--- src/rtl/pcr_pkg.sv ---
// Constants for the management register bank of the Ethernet PHY control block.
// Assumes one 250 MHz core clock and a decoded register access port from the serial manager.
package pcr_pkg;
  localparam logic [4:0] ADDR_BASIC_CONTROL = 5'h00;
  localparam logic [4:0] ADDR_LATCH_STATUS = 5'h01;
  localparam int BIT_SW_RESET = 15;
  localparam int BIT_LOOPBACK = 14;
  localparam int BIT_SPEED_100 = 13;
  localparam int BIT_AN_ENABLE = 12;
  localparam int BIT_LOW_POWER = 11;
  localparam int BIT_ISOLATE = 10;
  localparam int BIT_AN_RESTART = 9;
  localparam int BIT_FULL_DUPLEX = 8;
  localparam int BIT_COL_TEST = 7;
  localparam logic DEF_SPEED_100 = 1'b1;
  localparam logic DEF_AN_ENABLE = 1'b1;
  localparam logic DEF_ISOLATE_PRE_STRAP = 1'b1;
  localparam logic [4:0] ISOLATE_PHY_ADDR = 5'h00;
  localparam int ST_LL_BIT = 0;
  localparam int ST_LH_LO = 1;
  localparam int LH_COUNT = 2;
  localparam int ST_MAX_LO = 3;
  localparam int MAX_WIDTH = 3;
  localparam int CLK_PERIOD_PS = 4000;
  localparam int SW_RESET_TIME_NS = 1000;
  localparam int SW_RESET_CYCLES = (SW_RESET_TIME_NS * 1000) / CLK_PERIOD_PS;
  localparam int RST_CNT_WIDTH = 9;
endpackage : pcr_pkg

--- src/rtl/pcr_ctrl_bank.sv ---
// Basic control register, latching status word and loopback path of the PHY.
// Assumes single-cycle register requests already decoded from management frames.
`timescale 1ns/1ps
module pcr_ctrl_bank (
  input wire logic i_core_clk,
  input wire logic i_arst_n,
  input wire logic i_mgmt_req,
  input wire logic i_mgmt_we,
  input wire logic [4:0] i_mgmt_addr,
  input wire logic [15:0] i_mgmt_wdata,
  output logic o_mgmt_ack,
  output logic [15:0] o_mgmt_rdata,
  input wire logic [4:0] i_phy_addr,
  input wire logic i_sw_mode,
  input wire logic i_hw_speed_100,
  input wire logic i_an_speed_100,
  input wire logic i_an_started,
  input wire logic [pcr_pkg::LH_COUNT-1:0] i_lh_event,
  input wire logic i_ll_level,
  input wire logic [pcr_pkg::MAX_WIDTH-1:0] i_sm_state,
  input wire logic [3:0] i_mac_txd,
  input wire logic i_mac_tx_en,
  input wire logic [3:0] i_line_rxd,
  input wire logic i_line_rx_dv,
  input wire logic i_line_col,
  output logic [3:0] o_mac_rxd,
  output logic o_mac_rx_dv,
  output logic o_mac_col,
  output logic o_mac_oe,
  output logic o_tp_tx_en,
  output logic o_tp_rx_en,
  output logic o_col_det_en,
  output logic o_speed_100,
  output logic o_full_duplex,
  output logic o_an_enable,
  output logic o_an_restart,
  output logic o_low_power,
  output logic o_sm_idle
);
  logic rst_busy;
  logic [pcr_pkg::RST_CNT_WIDTH-1:0] rst_cnt;
  logic strap_done;
  logic iso_default;
  logic loopback;
  logic speed_100;
  logic an_enable;
  logic low_power;
  logic isolate;
  logic an_restart;
  logic full_duplex;
  logic col_test;
  logic wr_ctrl;
  logic rd_status;
  logic load_def;
  logic latch_init;
  logic [15:0] ctrl_word;
  logic [15:0] status_word;
  logic ll_bit;
  logic [pcr_pkg::LH_COUNT-1:0] lh_bits;
  logic [pcr_pkg::MAX_WIDTH-1:0] max_group;

  // Writes and status reads take no effect while the software reset runs; every request is still answered.
  assign wr_ctrl = i_mgmt_req && i_mgmt_we && !rst_busy
    && (i_mgmt_addr == pcr_pkg::ADDR_BASIC_CONTROL);
  assign rd_status = i_mgmt_req && !i_mgmt_we && !rst_busy
    && (i_mgmt_addr == pcr_pkg::ADDR_LATCH_STATUS);
  assign load_def = rst_busy && (rst_cnt == '0);
  assign latch_init = load_def
    || (wr_ctrl && i_mgmt_wdata[pcr_pkg::BIT_LOW_POWER] && !low_power);

  // The strap is caught on the first edge after reset release.
  always_ff @(posedge i_core_clk or negedge i_arst_n) begin
    if (!i_arst_n) begin
      strap_done <= 1'b0;
      iso_default <= pcr_pkg::DEF_ISOLATE_PRE_STRAP;
    end else if (!strap_done) begin
      strap_done <= 1'b1;
      iso_default <= (i_phy_addr == pcr_pkg::ISOLATE_PHY_ADDR);
    end
  end

  // Software reset sequencer; bit 15 reads one until the count expires.
  always_ff @(posedge i_core_clk or negedge i_arst_n) begin
    if (!i_arst_n) begin
      rst_busy <= 1'b0;
      rst_cnt <= '0;
    end else if (wr_ctrl && i_mgmt_wdata[pcr_pkg::BIT_SW_RESET]) begin
      rst_busy <= 1'b1;
      rst_cnt <= pcr_pkg::RST_CNT_WIDTH'(pcr_pkg::SW_RESET_CYCLES);
    end else if (rst_busy) begin
      if (rst_cnt == '0) begin
        rst_busy <= 1'b0;
      end else begin
        rst_cnt <= rst_cnt - 1'b1;
      end
    end
  end

  // Control fields; defaults are reloaded as the software reset finishes.
  always_ff @(posedge i_core_clk or negedge i_arst_n) begin
    if (!i_arst_n) begin
      loopback <= 1'b0;
      speed_100 <= pcr_pkg::DEF_SPEED_100;
      an_enable <= pcr_pkg::DEF_AN_ENABLE;
      low_power <= 1'b0;
      isolate <= pcr_pkg::DEF_ISOLATE_PRE_STRAP;
      full_duplex <= 1'b0;
      col_test <= 1'b0;
    end else if (!strap_done || load_def) begin
      loopback <= 1'b0;
      speed_100 <= pcr_pkg::DEF_SPEED_100;
      an_enable <= pcr_pkg::DEF_AN_ENABLE;
      low_power <= 1'b0;
      isolate <= strap_done ? iso_default : (i_phy_addr == pcr_pkg::ISOLATE_PHY_ADDR);
      full_duplex <= 1'b0;
      col_test <= 1'b0;
    end else if (wr_ctrl) begin
      loopback <= i_mgmt_wdata[pcr_pkg::BIT_LOOPBACK];
      speed_100 <= i_mgmt_wdata[pcr_pkg::BIT_SPEED_100];
      an_enable <= i_mgmt_wdata[pcr_pkg::BIT_AN_ENABLE];
      low_power <= i_mgmt_wdata[pcr_pkg::BIT_LOW_POWER];
      isolate <= i_mgmt_wdata[pcr_pkg::BIT_ISOLATE];
      full_duplex <= i_mgmt_wdata[pcr_pkg::BIT_FULL_DUPLEX];
      col_test <= i_mgmt_wdata[pcr_pkg::BIT_COL_TEST];
    end
  end

  // Restart bit is taken only with negotiation enabled and drops once negotiation starts.
  always_ff @(posedge i_core_clk or negedge i_arst_n) begin
    if (!i_arst_n) begin
      an_restart <= 1'b0;
    end else if (load_def) begin
      an_restart <= 1'b0;
    end else if (wr_ctrl && i_mgmt_wdata[pcr_pkg::BIT_AN_RESTART]
                 && i_mgmt_wdata[pcr_pkg::BIT_AN_ENABLE]) begin
      an_restart <= 1'b1;
    end else if (i_an_started) begin
      an_restart <= 1'b0;
    end
  end

  for (genvar g = 0; g < pcr_pkg::LH_COUNT; g++) begin : g_lh
    pcr_latch_bit #(
      .ACTIVE(1'b1)
    ) u_lh (
      .i_core_clk(i_core_clk),
      .i_arst_n(i_arst_n),
      .i_init(latch_init),
      .i_reload(rd_status),
      .i_level(i_lh_event[g]),
      .o_bit(lh_bits[g])
    );
  end

  pcr_latch_bit #(
    .ACTIVE(1'b0)
  ) u_ll (
    .i_core_clk(i_core_clk),
    .i_arst_n(i_arst_n),
    .i_init(latch_init),
    .i_reload(rd_status),
    .i_level(i_ll_level),
    .o_bit(ll_bit)
  );

  // Maximum tracker compares the whole group as one unsigned number.
  always_ff @(posedge i_core_clk or negedge i_arst_n) begin
    if (!i_arst_n) begin
      max_group <= '0;
    end else if (load_def) begin
      max_group <= '0;
    end else if (rd_status) begin
      max_group <= i_sm_state;
    end else if (i_sm_state > max_group) begin
      max_group <= i_sm_state;
    end
  end

  always_comb begin
    ctrl_word = '0;
    ctrl_word[pcr_pkg::BIT_SW_RESET] = rst_busy;
    ctrl_word[pcr_pkg::BIT_LOOPBACK] = loopback;
    ctrl_word[pcr_pkg::BIT_SPEED_100] = speed_100;
    ctrl_word[pcr_pkg::BIT_AN_ENABLE] = an_enable;
    ctrl_word[pcr_pkg::BIT_LOW_POWER] = low_power;
    ctrl_word[pcr_pkg::BIT_ISOLATE] = isolate;
    ctrl_word[pcr_pkg::BIT_AN_RESTART] = an_restart;
    ctrl_word[pcr_pkg::BIT_FULL_DUPLEX] = full_duplex;
    ctrl_word[pcr_pkg::BIT_COL_TEST] = col_test;
    status_word = '0;
    status_word[pcr_pkg::ST_LL_BIT] = ll_bit;
    status_word[pcr_pkg::ST_LH_LO +: pcr_pkg::LH_COUNT] = lh_bits;
    status_word[pcr_pkg::ST_MAX_LO +: pcr_pkg::MAX_WIDTH] = max_group;
  end

  // Read data is captured on the same edge that reloads the latching bits.
  always_ff @(posedge i_core_clk or negedge i_arst_n) begin
    if (!i_arst_n) begin
      o_mgmt_ack <= 1'b0;
      o_mgmt_rdata <= '0;
    end else begin
      o_mgmt_ack <= i_mgmt_req;
      if (i_mgmt_req && !i_mgmt_we) begin
        if (i_mgmt_addr == pcr_pkg::ADDR_BASIC_CONTROL) begin
          o_mgmt_rdata <= ctrl_word;
        end else if (rd_status) begin
          o_mgmt_rdata <= status_word;
        end else begin
          o_mgmt_rdata <= '0;
        end
      end
    end
  end

  // Loopback returns transmit data one clock later, far inside 512 bit times.
  always_ff @(posedge i_core_clk or negedge i_arst_n) begin
    if (!i_arst_n) begin
      o_mac_rxd <= '0;
      o_mac_rx_dv <= 1'b0;
      o_mac_col <= 1'b0;
    end else if (low_power || rst_busy) begin
      o_mac_rxd <= '0;
      o_mac_rx_dv <= 1'b0;
      o_mac_col <= 1'b0;
    end else if (loopback) begin
      o_mac_rxd <= i_mac_txd;
      o_mac_rx_dv <= i_mac_tx_en;
      o_mac_col <= col_test && i_mac_tx_en;
    end else begin
      o_mac_rxd <= i_line_rxd;
      o_mac_rx_dv <= i_line_rx_dv;
      o_mac_col <= col_test ? i_mac_tx_en : i_line_col;
    end
  end

  // Mode outputs registered; speed follows bit 13 only in software mode without negotiation.
  always_ff @(posedge i_core_clk or negedge i_arst_n) begin
    if (!i_arst_n) begin
      o_speed_100 <= 1'b0;
      o_tp_tx_en <= 1'b0;
      o_tp_rx_en <= 1'b0;
      o_col_det_en <= 1'b0;
      o_mac_oe <= 1'b0;
    end else begin
      if (!i_sw_mode) begin
        o_speed_100 <= i_hw_speed_100;
      end else if (an_enable) begin
        o_speed_100 <= i_an_speed_100;
      end else begin
        o_speed_100 <= speed_100;
      end
      o_tp_tx_en <= !loopback && !low_power;
      o_tp_rx_en <= !loopback && !low_power;
      o_col_det_en <= (!loopback || col_test) && !low_power;
      o_mac_oe <= !isolate && strap_done;
    end
  end

  assign o_full_duplex = full_duplex && !loopback;
  assign o_an_enable = an_enable;
  assign o_an_restart = an_restart;
  assign o_low_power = low_power;
  assign o_sm_idle = rst_busy;
endmodule : pcr_ctrl_bank

--- src/rtl/pcr_latch_bit.sv ---
// One latching status bit, latch-high or latch-low by parameter.
// Assumes the monitored level is synchronous to the core clock.
`timescale 1ns/1ps
module pcr_latch_bit #(
  parameter logic ACTIVE = 1'b1
) (
  input wire logic i_core_clk,
  input wire logic i_arst_n,
  input wire logic i_init,
  input wire logic i_reload,
  input wire logic i_level,
  output logic o_bit
);
  // An active level always wins, so an event meeting a read or an init is never lost.
  always_ff @(posedge i_core_clk or negedge i_arst_n) begin
    if (!i_arst_n) begin
      o_bit <= ~ACTIVE;
    end else if (i_level == ACTIVE) begin
      o_bit <= ACTIVE;
    end else if (i_init) begin
      o_bit <= ~ACTIVE;
    end else if (i_reload) begin
      o_bit <= i_level;
    end
  end
endmodule : pcr_latch_bit

--- config.mk ---
export PLATFORM = sky130hd
export DESIGN_NAME = pcr_ctrl_bank
export DESIGN_NICKNAME = d
export VERILOG_FILES = /design/src/rtl/pcr_pkg.sv /design/src/rtl/pcr_ctrl_bank.sv /design/src/rtl/pcr_latch_bit.sv
export SDC_FILE = /design/constraint.sdc
export NUM_CORES = 1
export LEC_CHECK = 0
export ABC_AREA = 1
export BUFFER_PORTS_ARGS = -buffer_cell sky130_fd_sc_hd__buf_2
export CAP_MARGIN = 20
export CELL_PAD_IN_SITES_DETAIL_PLACEMENT = 2
export CELL_PAD_IN_SITES_GLOBAL_PLACEMENT = 2
export CORE_ASPECT_RATIO = 1.5
export CORE_MARGIN = 3
export CORE_UTILIZATION = 25
export DETAILED_ROUTE_END_ITERATION = 7
export PLACE_DENSITY_LB_ADDON = 0.1
export SETUP_SLACK_MARGIN = 0.2
export SYNTH_ARGS = -nofsm -noshare
export SYNTH_HDL_FRONTEND = slang
export SYNTH_SLANG_ARGS = --single-unit
--- constraint.sdc ---
create_clock -name i_core_clk -period 1.3 [get_ports i_core_clk]
set_input_delay 0.13 -clock i_core_clk [delete_from_list [all_inputs] [get_ports i_core_clk]]
set_output_delay 0.13 -clock i_core_clk [all_outputs]
set_load 0.005 [all_outputs]
==> metrics.txt <==
# TYPE chip_impl_metric gauge
chip_impl_metric{name="syn_inst",unit=""} 283
chip_impl_metric{name="fraction_of_layout_cells_with_a_size_suffix_above_1",unit="%"} 47.8
chip_impl_metric{name="worst_skew",unit="ns"} 0.00460
chip_impl_metric{name="ir_worst_vdd",unit="uV"} 543
chip_impl_metric{name="placementRows",unit=""} 43
chip_impl_metric{name="synthesis.yosys.warnings",unit=""} 0
chip_impl_info{name="hp-class",value="primary input to flip-flop"} 1
chip_impl_metric{name="antenna_found_initial",unit=""} 0
chip_impl_metric{name="cts_inserted_buffers",unit=""} 5
chip_impl_metric{name="antenna_cells_inserted",unit=""} 0
chip_impl_metric{name="grt_pass1_vias",unit=""} 2622
chip_impl_info{name="worst_path_most_repeated_cell",value="nand2_1"} 1
chip_impl_metric{name="worst_slack_placed",unit="ns"} -0.193
chip_impl_metric{name="clockBufferDepth",unit=""} 2
chip_impl_metric{name="initialDrtViolationCount",unit=""} 38
chip_impl_metric{name="report.final.hold_viol_count",unit=""} 0
chip_impl_info{name="failed_checks",value="setup timing"} 1
chip_impl_metric{name="post_route_wl",unit="um"} 8160
chip_impl_metric{name="post-route-drc-count",unit=""} 0
chip_impl_metric{name="ant_nets",unit=""} 0
chip_impl_metric{name="final_wtd_congestion",unit=""} 0.746
chip_impl_metric{name="area_of_the_core",unit="sq um"} 9420
chip_impl_metric{name="p_leak",unit="nW"} 1.86
chip_impl_info{name="status",value="finished with violations"} 1
chip_impl_metric{name="worstPathMaxFanout",unit=""} 7
chip_impl_metric{name="die_area",unit="sq um"} 11000
chip_impl_metric{name="final_cell_count_no_fill",unit=""} 512
chip_impl_info{name="setup.worst_path.start_class",value="flip-flop"} 1
chip_impl_metric{name="critical_path.n_buffers_inverters",unit=""} 2
chip_impl_metric{name="fmax",unit="MHz"} 698
chip_impl_metric{name="relSlewSlack",unit="%"} 58.7
chip_impl_info{name="crit_path_cell_trace",value="inv_2 > ha_4 > nand3_4 > nor2_4 > buf_4 > a21oi_4 > nand2_1 > nand2_1 > nand3_1"} 1
chip_impl_metric{name="postSynthAreaPerCell",unit="sq um"} 8.66
chip_impl_metric{name="area_overhead_of_the_layout_relative_to_synthesis",unit="%"} 52.1
chip_impl_metric{name="ff2ff_setup_slack",unit="ns"} -0.13
chip_impl_metric{name="firstDrtPassIters",unit=""} 4
chip_impl_metric{name="ratio_of_total_power_to_cell_area",unit="nW/um^2"} 1070
chip_impl_metric{name="pin_count",unit=""} 84
chip_impl_metric{name="cts.clk_slew.worst_paths",unit="ns"} 0.07
chip_impl_metric{name="syn-cell-area",unit="sq um"} 2450
chip_impl_metric{name="worst_pin_slew",unit="ns"} 0.615
chip_impl_metric{name="hpwl",unit="um"} 6130
chip_impl_metric{name="worstSkewPairLatency",unit="ns"} 0.30
chip_impl_info{name="clock_tree_from_tritoncts",value="done"} 1
chip_impl_metric{name="fp.dieW",unit="um"} 86.8
chip_impl_metric{name="timing.hold.ws",unit="ns"} 0.0163
chip_impl_metric{name="setup_slack",unit="ns"} -0.133
chip_impl_metric{name="sequential_fraction_of_the_synthesis_area",unit="%"} 53.4
chip_impl_metric{name="final.period_utilization",unit="%"} 110
chip_impl_metric{name="setup-violations-final",unit=""} 22
chip_impl_metric{name="io_buffer_count",unit=""} 75
chip_impl_metric{name="grt_start_max_net_pins",unit=""} 53
chip_impl_info{name="crit_path_end_kind",value="flip-flop"} 1
chip_impl_metric{name="cp_data_required_time",unit="ns"} 1.48
chip_impl_metric{name="ys_ff_latch",unit=""} 52
chip_impl_metric{name="total_power",unit="mW"} 4.00
chip_impl_metric{name="layout_min_cycle_time",unit="ns"} 1.43
chip_impl_metric{name="initial_core_util",unit="%"} 26.0
chip_impl_metric{name="numClockSinks",unit=""} 52
chip_impl_metric{name="fp.dieH",unit="um"} 127
chip_impl_metric{name="final-max-slew-violation-count",unit=""} 0
chip_impl_metric{name="cts_max_level",unit=""} 2
chip_impl_info{name="crit_family",value="flip-flops"} 1
chip_impl_metric{name="grt_use_total",unit="%"} 15.3
chip_impl_metric{name="cpPeakStageDelay",unit="ns"} 0.37
chip_impl_metric{name="vias",unit=""} 2402
chip_impl_metric{name="vias_per_cell",unit=""} 4.69
chip_impl_info{name="rsz0062_at_grt",value="true"} 1
chip_impl_info{name="crit_path_top_delay_cell",value="dfrtp_1"} 1
chip_impl_metric{name="cp_data_arrival_time",unit="ns"} 1.61
chip_impl_metric{name="synth_nets",unit=""} 338
chip_impl_metric{name="grt_first_pass_wirelength",unit="um"} 13100
chip_impl_metric{name="grt_overflow_total",unit=""} 0
chip_impl_metric{name="route.detailed.wl_per_inst",unit="um"} 15.9
chip_impl_metric{name="max_cap_viol_count",unit=""} 0
chip_impl_metric{name="layout.nets",unit=""} 454
chip_impl_info{name="type_of_the_setup_path_with_the_least_slack",value="flip-flop to flip-flop"} 1
chip_impl_metric{name="synthDistinctLibCells",unit=""} 30
chip_impl_info{name="clock_root_buffer",value="clkbuf_16"} 1
chip_impl_metric{name="dp.cells",unit=""} 488
chip_impl_metric{name="postLayoutCoreUtil",unit="%"} 39.6
[Yosys cell counts (all sizes together)]
cell	instances	area (sq um)
and3	1	11.3
nand2	73	297
clkbuf	3	11.3
o21ai	34	170
dfstp	5	131
a211oi	1	7.51
o31ai	1	7.51
a21oi	13	68.8
nor2	23	109
buf	3	22.5
nor3	2	10.0
nand3	24	148
dfrtp	47	1180
o211ai	2	15.0
conb	2	7.51
a31oi	1	6.26
nand4	8	56.3
xor2	2	17.5
ha	4	50.1
inv	34	128
[cells in the final DEF, fill, tap and decap left out, types with 7 or more instances in the layout]
| cell type | netlist | final |
|---|---|---|
| buf_2 | 0 | 73 |
| nand2_1 | 68 | 58 |
| dfrtp_1 | 47 | 46 |
| buf_4 | 3 | 31 |
| o21ai_0 | 31 | 25 |
| inv_1 | 29 | 24 |
| nor2_1 | 18 | 16 |
| nand3_1 | 20 | 16 |
| a21oi_2 | 1 | 10 |
| inv_2 | 5 | 7 |
| nand2_2 | 3 | 7 |
| o21ai_2 | 0 | 7 |
| nand4_1 | 7 | 7 |
| buf_6 | 0 | 7 |
[layer usage]
layer | global-route usage [%] | share of wire, % | vias to the layer above
met5 | 0 | 0 | -
met4 | 4.68 | 1.4 | 0
met3 | 2.58 | 4.0 | 7
met2 | 29.3 | 57 | 51
met1 | 16.7 | 37 | 1194
li1 | - | - | 1150
[where the power goes]
part,total (mW),internal [mW],switching (mW),leakage (nW)
sequential,1.73,1.69,0.0445,0.643
clock,1.58,0.965,0.616,0.0871
combinational,0.691,0.311,0.380,1.13
total,4.00,2.96,1.04,1.86
[sequential cells by signal (all words and copies together) (netlist names)]
name / count
col_test: 1
full_duplex: 1
g_lh.u_lh.o_bit: 2
iso_default: 1
isolate: 1
loopback: 1
max_group: 3
o_an_enable: 1
o_an_restart: 1
o_col_det_en: 1
o_low_power: 1
o_mac_col: 1
o_mac_oe: 1
o_mac_rx_dv: 1
o_mac_rxd: 4
o_mgmt_ack: 1
o_mgmt_rdata: 15
o_sm_idle: 1
o_speed_100: 1
o_tp_rx_en: 1
rst_cnt: 9
speed_100: 1
strap_done: 1
u_ll.o_bit: 1
[final timing paths]
check                           cells past startpoint                        endpoint                    from
min in group asynchronous                           3          o_mac_rxd[2]$_DFF_PN0_                i_arst_n
worst min-delay path                                3  g_lh[1].u_lh.o_bit$_DFFE_PN0P_           i_lh_event[1]
worst min register to register                      2     o_mgmt_rdata[0]$_DFFE_PN0N_  u_ll.o_bit$_DFFE_PN1P_
worst max register to register                      9          rst_cnt[7]$_DFFE_PN0P_  rst_cnt[1]$_DFFE_PN0P_
max in group asynchronous                           3          u_ll.o_bit$_DFFE_PN1P_                i_arst_n
worst max-delay path                                9          rst_cnt[7]$_DFFE_PN0P_  rst_cnt[1]$_DFFE_PN0P_
[cell type report]
class / count / area [sq um]
repair buffers: 115 / 737
flip-flops and latches: 52 / 1310
inverters: 34 / 141
clock inverters: 2 / 38.8
clock buffers: 6 / 139
well taps: 112 / 140
multi-input cells: 191 / 1220
fillers: 1047 / 5690
[repair_timing]
item                                    in CTS  in global routing
buffers inserted                             9                  5
endpoints found under the setup margin      27                 40
gates resized for setup                     26                 34
hold buffers                                 2                  0
hold endpoints to repair                    48                  0
pin swaps                                   16                 10
[tightest hold or removal path: stages]
cell and delay, ns:
buf_2 0.07, inv_1 0.03, nand2_1 0.04
[stage by stage]
step                cell area (sq um)  setup TNS, ns
floorplan                        2510              0
global placement                 3190          -1.42
detailed placement               3190          -2.50
CTS                              3560          -2.15
global route                     3730          -3.99
finish                           3730          -1.72
[kinds of logic (layout without fill, tap and decap cells)]
group / count (synthesis) / in the layout / share of synthesized area, %
adders and majority gates: 4 / 4 / 2.04
AOI/OAI and AO/OA: 52 / 52 / 11.2
buffers and inverters: 40 / 157 / 6.59
and+or+nand+nor: 131 / 131 / 25.7
DFF: 52 / 52 / 53.4
xor gates and xnor gates: 2 / 2 / 0.715
other: 2 / 2 / 0.307
Note: power is estimated with default switching activity, not from simulation.
